--- config.mk ---
export PLATFORM = sky130hd
export DESIGN_NAME = ifvt_core
export DESIGN_NICKNAME = d
export VERILOG_FILES = /design/src/common/ifvt_pkg.sv /design/src/verilog/ifvt_core.sv
export SDC_FILE = /design/constraint.sdc
export NUM_CORES = 1
export LEC_CHECK = 0
export BUFFER_PORTS_ARGS = -buffer_cell sky130_fd_sc_hd__buf_2
export CAP_MARGIN = 30
export CORE_ASPECT_RATIO = 1.75
export CORE_MARGIN = 1.5
export CORE_UTILIZATION = 48
export CTS_CLUSTER_DIAMETER = 30
export DETAILED_ROUTE_END_ITERATION = 8
export GPL_TIMING_DRIVEN = 0
export PLACE_DENSITY = 0.81
export SLEW_MARGIN = 40
export SYNTH_ARGS = -nofsm -noshare
export SYNTH_HDL_FRONTEND = slang
export SYNTH_SLANG_ARGS = --single-unit
--- constraint.sdc ---
create_clock -name i_clk -period 2.8 [get_ports i_clk]
set_input_delay 0.56 -clock i_clk [delete_from_list [all_inputs] [get_ports i_clk]]
set_output_delay 0.56 -clock i_clk [all_outputs]
set_load 0.02 [all_outputs]
--- src/common/ifvt_pkg.sv ---
/*
 Package for the interrupt flag, vector and trap block: register offsets,
 field layouts, reset values, vector table constants and the trap states.
 Assumes an APB slave with 32-bit data; 16-bit registers sit in the low bits.
*/
package ifvt_pkg;
  localparam int unsigned ADDR_W = 8;

  // Register byte offsets
  localparam logic [ADDR_W-1:0] OFF_FLAGS_LOW  = 8'h00;
  localparam logic [ADDR_W-1:0] OFF_FLAGS_HIGH = 8'h04;
  localparam logic [ADDR_W-1:0] OFF_SER_PRIO   = 8'h08;
  localparam logic [ADDR_W-1:0] OFF_RESET_CAUSE = 8'h0C;
  localparam logic [ADDR_W-1:0] OFF_IRQ_STATUS = 8'h10;
  localparam logic [ADDR_W-1:0] OFF_IRQ_MASK   = 8'h14;
  localparam logic [ADDR_W-1:0] OFF_VEC_SELECT = 8'h18;
  localparam logic [ADDR_W-1:0] OFF_VEC_INFO   = 8'h1C;

  // Implemented bits of the flag and priority registers
  localparam logic [15:0] FLAGS_LOW_MASK  = 16'h3FEF;
  localparam logic [15:0] FLAGS_HIGH_MASK = 16'h20DB;
  localparam logic [15:0] SER_PRIO_MASK   = 16'h0070;
  localparam int unsigned SER_PRIO_LSB    = 4;
  localparam logic [2:0]  SER_PRIO_RESET  = 3'h4;
  localparam int unsigned TRAP_FLAG_BIT   = 15;

  // Vector mapping
  localparam int unsigned NUM_IRQ      = 46;
  localparam logic [7:0]  VEC_OFFSET   = 8'h08;
  localparam logic [23:0] PRIMARY_BASE = 24'h000014;
  localparam logic [23:0] ALT_BASE     = 24'h000114;

  // Hard trap levels
  localparam logic [3:0] HARD_TRAP_MIN   = 4'hD;
  localparam logic [3:0] ADDR_ERR_LEVEL  = 4'hD;
  localparam logic [3:0] OSC_FAIL_LEVEL  = 4'hE;

  // Interrupt status bits of this block
  localparam int unsigned EV_CONFLICT = 0;
  localparam int unsigned EV_FLAG_SET = 1;
  localparam int unsigned EV_W = 2;

  typedef enum logic [1:0] {
    IFVT_TRAP_IDLE   = 2'b00,
    IFVT_TRAP_ACTIVE = 2'b01,
    IFVT_TRAP_RESET  = 2'b11
  } ifvt_trap_state_t;

  typedef struct packed {
    logic [ADDR_W-1:0] paddr;
    logic              psel;
    logic              penable;
    logic              pwrite;
    logic [31:0]       pwdata;
  } ifvt_apb_req_t;

  typedef struct packed {
    logic [31:0] prdata;
    logic        pready;
    logic        pslverr;
  } ifvt_apb_rsp_t;

  typedef struct packed {
    logic [7:0]  vector;
    logic [23:0] primary_addr;
    logic [23:0] alt_addr;
  } ifvt_vector_t;
endpackage

--- src/verilog/ifvt_core.sv ---
/*
 Interrupt flag registers, fixed request to vector mapping, serial error
 priority field and hard trap conflict detection with its reset flag.
 Assumes request inputs and trap inputs are synchronous one-cycle pulses or
 levels on i_clk, and an APB master on the register port.
*/
// Added by the designer: the address map and the APB register port.
`timescale 1ns/1ps
module ifvt_core #(
  parameter int unsigned NUM_IRQ_P = ifvt_pkg::NUM_IRQ
) (
  input  wire logic                   i_clk,
  input  wire logic                   i_rst,
  input  wire ifvt_pkg::ifvt_apb_req_t i_apb,
  output ifvt_pkg::ifvt_apb_rsp_t     o_apb,
  input  wire logic [NUM_IRQ_P-1:0]   i_irq_req,
  input  wire logic                   i_trap_req,
  input  wire logic [3:0]             i_trap_level,
  input  wire logic                   i_trap_done,
  output logic                        o_conflict_reset,
  output logic [2:0]                  o_serial_err_prio,
  output logic                        o_serial_err_enabled,
  output logic                        o_irq
);
  import ifvt_pkg::*;

  logic [15:0]       flags_low_reg;
  logic [15:0]       flags_high_reg;
  logic [2:0]        ser_prio_reg;
  logic              trap_flag_reg;
  logic [EV_W-1:0]   ev_status_reg;
  logic [EV_W-1:0]   ev_mask_reg;
  logic [5:0]        vec_sel_reg;
  logic [3:0]        trap_level_reg;
  ifvt_trap_state_t  trap_state_reg;
  ifvt_trap_state_t  trap_state_next;
  logic [15:0]       set_low;
  logic [15:0]       set_high;
  logic              wr_en;
  logic              rd_en;
  logic              conflict;
  logic              hard_trap;
  logic [31:0]       rdata_next;
  logic [31:0]       prdata_reg;
  ifvt_vector_t      vec_info;

  function automatic ifvt_vector_t map_irq(input logic [5:0] n);
    ifvt_vector_t v;
    v.vector       = VEC_OFFSET + {2'b00, n};
    v.primary_addr = PRIMARY_BASE + {17'h00000, n, 1'b0};
    v.alt_addr     = ALT_BASE + {17'h00000, n, 1'b0};
    return v;
  endfunction

  function automatic logic hit(input logic [ADDR_W-1:0] off);
    return i_apb.paddr == off;
  endfunction

  // Zero wait-state slave; writes land in the access phase
  assign wr_en = i_apb.psel & i_apb.penable & i_apb.pwrite;
  assign rd_en = i_apb.psel & ~i_apb.penable & ~i_apb.pwrite;

  // Source requests routed to flag positions; reserved requests drop out
  always_comb begin
    set_low  = 16'h0000;
    set_high = 16'h0000;
    set_low[0]   = i_irq_req[0];
    set_low[1]   = i_irq_req[1];
    set_low[2]   = i_irq_req[2];
    set_low[3]   = i_irq_req[3];
    set_low[5]   = i_irq_req[5];
    set_low[6]   = i_irq_req[6];
    set_low[7]   = i_irq_req[7];
    set_low[8]   = i_irq_req[8];
    set_low[9]   = i_irq_req[9];
    set_low[10]  = i_irq_req[10];
    set_low[11]  = i_irq_req[11];
    set_low[12]  = i_irq_req[12];
    set_low[13]  = i_irq_req[13];
    set_high[0]  = i_irq_req[16];
    set_high[1]  = i_irq_req[17];
    set_high[3]  = i_irq_req[19];
    set_high[4]  = i_irq_req[20];
    set_high[6]  = i_irq_req[22];
    set_high[7]  = i_irq_req[23];
    set_high[13] = i_irq_req[29];
  end

  // Flags: a request in the same cycle as a software clear wins
  always_ff @(posedge i_clk or posedge i_rst) begin
    if (i_rst) begin
      flags_low_reg  <= 16'h0000;
      flags_high_reg <= 16'h0000;
    end else begin
      if (wr_en && hit(OFF_FLAGS_LOW)) begin
        flags_low_reg <= (i_apb.pwdata[15:0] | set_low) & FLAGS_LOW_MASK;
      end else begin
        flags_low_reg <= flags_low_reg | (set_low & FLAGS_LOW_MASK);
      end
      if (wr_en && hit(OFF_FLAGS_HIGH)) begin
        flags_high_reg <= (i_apb.pwdata[15:0] | set_high) & FLAGS_HIGH_MASK;
      end else begin
        flags_high_reg <= flags_high_reg | (set_high & FLAGS_HIGH_MASK);
      end
    end
  end

  always_ff @(posedge i_clk or posedge i_rst) begin
    if (i_rst) begin
      ser_prio_reg <= SER_PRIO_RESET;
    end else if (wr_en && hit(OFF_SER_PRIO)) begin
      ser_prio_reg <= i_apb.pwdata[SER_PRIO_LSB +: 3];
    end
  end

  assign o_serial_err_prio    = ser_prio_reg;
  assign o_serial_err_enabled = |ser_prio_reg;

  // Hard trap tracking; only levels 13..15 count
  assign hard_trap = i_trap_req && (i_trap_level >= HARD_TRAP_MIN);
  assign conflict  = hard_trap && (trap_state_reg == IFVT_TRAP_ACTIVE) &&
                     (i_trap_level < trap_level_reg);

  always_comb begin
    case (trap_state_reg)
      IFVT_TRAP_IDLE:   trap_state_next = hard_trap ? IFVT_TRAP_ACTIVE : IFVT_TRAP_IDLE;
      IFVT_TRAP_ACTIVE: begin
        if (conflict) begin
          trap_state_next = IFVT_TRAP_RESET;
        end else if (i_trap_done) begin
          trap_state_next = IFVT_TRAP_IDLE;
        end else begin
          trap_state_next = IFVT_TRAP_ACTIVE;
        end
      end
      IFVT_TRAP_RESET:  trap_state_next = IFVT_TRAP_IDLE;
      default:          trap_state_next = IFVT_TRAP_IDLE;
    endcase
  end

  always_ff @(posedge i_clk or posedge i_rst) begin
    if (i_rst) begin
      trap_state_reg <= IFVT_TRAP_IDLE;
      trap_level_reg <= 4'h0;
    end else begin
      trap_state_reg <= trap_state_next;
      if (trap_state_reg == IFVT_TRAP_IDLE && hard_trap) begin
        trap_level_reg <= i_trap_level;
      end
    end
  end

  // One-cycle device reset request out of the conflict state
  assign o_conflict_reset = (trap_state_reg == IFVT_TRAP_RESET);

  // Cause flag survives the conflict reset it records; set beats clear
  always_ff @(posedge i_clk or posedge i_rst) begin
    if (i_rst) begin
      trap_flag_reg <= 1'b0;
    end else if (conflict) begin
      trap_flag_reg <= 1'b1;
    end else if (wr_en && hit(OFF_RESET_CAUSE)) begin
      trap_flag_reg <= i_apb.pwdata[TRAP_FLAG_BIT];
    end
  end

  // Block events: sticky, write one to clear, set wins
  always_ff @(posedge i_clk or posedge i_rst) begin
    if (i_rst) begin
      ev_status_reg <= '0;
    end else begin
      for (int i = 0; i < EV_W; i++) begin
        if ((i == EV_CONFLICT && conflict) ||
            (i == EV_FLAG_SET && (|set_low || |set_high))) begin
          ev_status_reg[i] <= 1'b1;
        end else if (wr_en && hit(OFF_IRQ_STATUS) && i_apb.pwdata[i]) begin
          ev_status_reg[i] <= 1'b0;
        end
      end
    end
  end

  always_ff @(posedge i_clk or posedge i_rst) begin
    if (i_rst) begin
      ev_mask_reg <= '0;
      vec_sel_reg <= 6'h00;
    end else begin
      if (wr_en && hit(OFF_IRQ_MASK)) begin
        ev_mask_reg <= i_apb.pwdata[EV_W-1:0];
      end
      if (wr_en && hit(OFF_VEC_SELECT)) begin
        vec_sel_reg <= i_apb.pwdata[5:0];
      end
    end
  end

  assign o_irq    = |(ev_status_reg & ev_mask_reg);
  assign vec_info = map_irq(vec_sel_reg);

  // Read mux; out-of-range selection reads as zero
  always_comb begin
    rdata_next = 32'h00000000;
    case (i_apb.paddr)
      OFF_FLAGS_LOW:   rdata_next = {16'h0000, flags_low_reg};
      OFF_FLAGS_HIGH:  rdata_next = {16'h0000, flags_high_reg};
      OFF_SER_PRIO:    rdata_next = {25'h0000000, ser_prio_reg, 4'h0};
      OFF_RESET_CAUSE: rdata_next = {16'h0000, trap_flag_reg, 15'h0000};
      OFF_IRQ_STATUS:  rdata_next = {30'h00000000, ev_status_reg};
      OFF_IRQ_MASK:    rdata_next = {30'h00000000, ev_mask_reg};
      OFF_VEC_SELECT:  rdata_next = {26'h0000000, vec_sel_reg};
      OFF_VEC_INFO: begin
        if (32'(vec_sel_reg) < NUM_IRQ_P) begin
          rdata_next = {vec_info.vector, vec_info.primary_addr};
        end
      end
      default:         rdata_next = 32'h00000000;
    endcase
  end

  // Read data kept in its own register so the response struct has one driver
  always_ff @(posedge i_clk or posedge i_rst) begin
    if (i_rst) begin
      prdata_reg <= 32'h00000000;
    end else if (rd_en) begin
      prdata_reg <= rdata_next;
    end
  end

  assign o_apb.prdata  = prdata_reg;
  assign o_apb.pready  = 1'b1;
  assign o_apb.pslverr = i_apb.psel & i_apb.penable &
                         (i_apb.paddr[1:0] != 2'b00 || i_apb.paddr > OFF_VEC_INFO);
endmodule // ifvt_core

Word level (Yosys, flattened, before mapping):

Cells that the tools add are included.

* register bits after elaboration: 84
* input port bits: 97
* output and inout port bits: 40

* add/subtract/negate cells: 2
* $lt $le $gt $ge: 4
* eq/ne operators: 9
* muxes and demuxes: 14
* bitwise gates (word level): 12
* reduce and logical (&&, ||, !) cells: 25

Operators by type and width (number)
* case mux 32 bit (8 select lines): 1
* == test 8 x 5 -> 1 bit, second input constant: 4
* 2-to-1 mux 16 bit: 2
* OR 16 x 14 -> 16 bit: 2
* 2-to-1 mux 31 bit: 1
* OR 14 bit: 2
* == test 8 x 4 -> 1 bit, second input constant: 2
* logical AND 1 bit: 13
* OR reduction 13 bit: 1
* adder 5 x 7 -> 8 bit, first input constant: 1
* == test 8 x 3 -> 1 bit, second input constant: 1
* > comparator 8 x 5 -> 1 bit, second input constant: 1
* zero test 8 bit: 1
* 2-to-1 mux 1 bit: 8
* nonzero test 2 bit: 4
* adder 4 x 6 -> 7 bit, first input constant: 1
* OR reduction 7 bit: 1
* < comparator 6 bit, second input constant: 1
* AND 1 bit: 5
* >= comparator 4 bit, second input constant: 1
* < comparator 4 bit: 1
* case mux 2 bit (2 select lines): 1
* OR reduction 3 bit: 1
* AND 2 bit: 1
* 7 further kinds: 9

Logic depth before layout (Yosys ltp):

* word-level depth: 6
* mapped depth: 6
* depth with buffers taken out: 5

Least setup slack after synthesis:

OpenSTA, ideal clock, no wires.

* path type: in2out
* start point: input i_apb[35] (netlist bit)
* end point: output o_apb[0] (netlist bit)
* arrival: 1645 ps
* data required time: 2240 ps
* slack: 595 ps
* cell stages on the path: 3
* path buffers: 0
* path through: or4_4 or2_4 and3_2

RTL lines
* start, declared: RTL line ifvt_core.sv:14 `input wire ifvt_pkg::ifvt_apb_req_t i_apb,`
* end, declared: RTL line ifvt_core.sv:15 `output ifvt_pkg::ifvt_apb_rsp_t o_apb,`

==> impl_metrics.ini <==
[floorplan]
die_area_um2 = 7148
dieWidth_um = 64.56
initial_core_util_pct = 49.05
die_h_um = 110.7
ios = 137
fp-row-count = 39
floorplan.core_area_um2 = 6490

[synth]
synth-edff-count = 0
ys_ff_latch = 63
synthFlopType = dfrtp_1
synth_warnings = 0
synth-seq-area-share_pct = 49.57
synthArstFlopShare_pct = 100.0
synth_area_per_cell_um2 = 10.75
synth_cell_types = 51
synth_area_um2 = 3183
syn_inst = 296

[timing]
timing.slew.headroom_pct = 54.40
drv_slew = 0
setup_viol = 0
fin_crit_ps = 2456
rsz0062_at_grt = no
hold_ws_ps = 168.5
fin_setup_tns_ps = 0
fmax_ghz = 0.4072
layout_setup_ws_ps = 344.2
finalCritPeriodShare_pct = 87.71
hold_violations = 0
skew_ps = 5.741
tightest_slew_ps = 684.0

[clocking]
cts_tree = yes
h-tree-depth = 3
clockBufferDepth = 2
cts.repair.resized = 0
cts_buffers = 9
holdBufCountCts = 0
clkTransAtPathRegs_ps = 50
cts-root-buf = clkbuf_16
clk_latency_ps = 330
cts_setup_buffers = 0
clock-sinks = 63

[global_route]
grt_max_degree = 46
grt_antenna_before_repair = 0
overflow = 0
track_usage_pct = 23.98
grt_pass1_wl_um = 12930
grt_pass1_vias = 2715

[run]
cap_violations = 0

[critical_path]
crit_slowest_cell = or4_4
critPathTopFamily = simple AND/OR/NAND/NOR gates
crit_top_cell = buf_2
cp-end-kind = primary output
r2r_setup_slack_ps = 1030
cp.required_ps = 2240
crit_buf_inv = 2
critical_path_class = in2out
start_kind = input pin
worstPathMaxFanout = 6
rr_startpoint = vec_sel_reg[5]
ff2ff_path_depth = 5
cpPeakStageDelay_ps = 580
cp.arrival_ps = 1900
r2r_end = prdata_reg[29]
path_cells = buf_2 -> or4_4 -> or2_4 -> and3_2 -> buf_2

[route]
drt_first_pass_iters = 4
viasPerCell = 5.619
vias = 2731
antenna_left = 0
drtIter0Drc = 167
wirelength_um = 7991
drc = 0
wl_per_cell_um = 16.44

[power_and_ir_drop]
power_leakage_nw = 1.966
ir_drop_uv = 381.7
power_density_nw_per_um2 = 535.6

[finish]
diodes = 0
nFillCells = 572
instances_no_fill = 486
finalNetCount = 502
area_growth_pct = 26.61
largest_reg_flops = 23
multi_input_comb_area_um2 = 1441
drive_gt1_share_pct = 35.64
regArea_um2 = 1578

[place]
dp_hpwl_um = 6171
portBuffers = 83
globalplace.congestion = 0.8662
preCtsSetupSlack_ps = 351.2
post-place-cells = 470

[min_path]
worstHoldPathType = in2async

[status]
status = complete, no violations
area by class of cell:
class | instances | share of cell area [%]
sequential | 63 | 39.15
multi-input combinational | 207 | 35.77
timing repair buffer | 84 | 10.80
clock buffer | 12 | 6.364
buffer | 23 | 3.788
tap | 82 | 2.546
inverter | 11 | 1.087
clock inverter | 4 | 0.4967
per-layer routing:
layer / track usage (%) / routed length, µm
met3: 4.873 / 465
met4: 14.47 / 363
met1: 26.40 / 2899
met2: 41.39 / 4263
met5: 0 / 0
stage by stage:
step | area (µm²) | util [%] | total power [W]
after floorplan | 3213 | - | 0.001072
after global placement | 3731 | 57.49 | 0.001153
after detailed placement | 3754 | 57.84 | 0.001163
after CTS | 4030 | 62.10 | 0.002177
after global routing | 4030 | 62.10 | 0.002248
final | 4030 | 62.10 | 0.002159
worst max path at each step:
stage | startpoint | to | slack [ps] | depth (start not counted)
after CTS | i_apb[35] | o_apb[0] | 350 | 5
after global placement | i_rst | prdata_reg[14] | -60 | 2
after detailed placement | i_apb[35] | o_apb[0] | 350 | 5
after floorplan | i_apb[35] | o_apb[0] | 600 | 3
after global routing | i_apb[35] | o_apb[0] | 330 | 5
final | i_apb[35] | o_apb[0] | 340 | 5
cells in the mapped netlist, drive strengths merged (2+ instances only):
cell type,number,area (µm²)
a22oi,3,22.52
mux2i,8,80.08
or4,2,22.52
clkbuf,5,18.77
mux2,13,146.4
a21oi,13,65.06
or3b,2,17.52
nand3,9,45.04
and4,3,26.28
or2,3,21.27
and2,5,31.28
nand2,17,63.81
nor2b,13,81.33
or3,2,13.77
nor3,9,50.05
nor2,14,52.55
nand3b,2,15.01
ha,6,75.07
xor2,3,26.28
a211o,16,140.1
o41ai,2,17.52
buf,18,133.9
a211oi,2,15.01
inv,11,41.29
and3,6,38.79
nor4,9,71.32
dfrtp,62,1551
conb,2,7.510
nand2b,2,12.51
o21ai,14,70.07
a22o,8,70.07
cell usage in the layout, fill, tap and decap left out, types with 3 or more instances in the layout:
master     netlist  routed
nand2_1         17      17
buf_4           13      13
mux2_2          13      13
clkbuf_1         5       6
a21oi_1         13      13
buf_2            2      85
and2_1           5       5
a22oi_1          3       3
and4_1           3       3
nor2b_1         13      13
nor2_1          14      14
a211o_1         16      16
inv_1           11      10
nor4_1           8       8
a22o_1           8       8
xor2_1           3       3
mux2i_1          8       8
conb_1           2      10
and3_1           5       5
clkbuf_16        0       9
nor3_1           8       8
dfrtp_1         62      62
ha_1             6       6
nand3_1          9       9
clkinv_2         0       4
o21ai_0         14      14
worst register-to-register path: stages, from the launching register on:
cell,delay (ps)
dfrtp_1,350
clkbuf_1,180
and4_1,260
a211oi_1,440
and2_1,290
a32o_1,190
cell families after synthesis:
family	synth area share, %
DFF	49.57
adders and majority gates	2.358
xor gates and xnor gates	0.8256
and+or+nand+nor	18.20
AOI/OAI and AO/OA	14.90
buffers and inverters	6.093
muxes	7.822
other	0.2359
report_power, final:
part	internal [W]	total [W]	switching (W)
registers	0.000933	0.000946	0.0000126
logic	0.0000826	0.000203	0.000121
clock network	0.000639	0.00101	0.000371
total	0.00165	0.00216	0.000504
No activity file was read; power rests on OpenSTA's default activity.
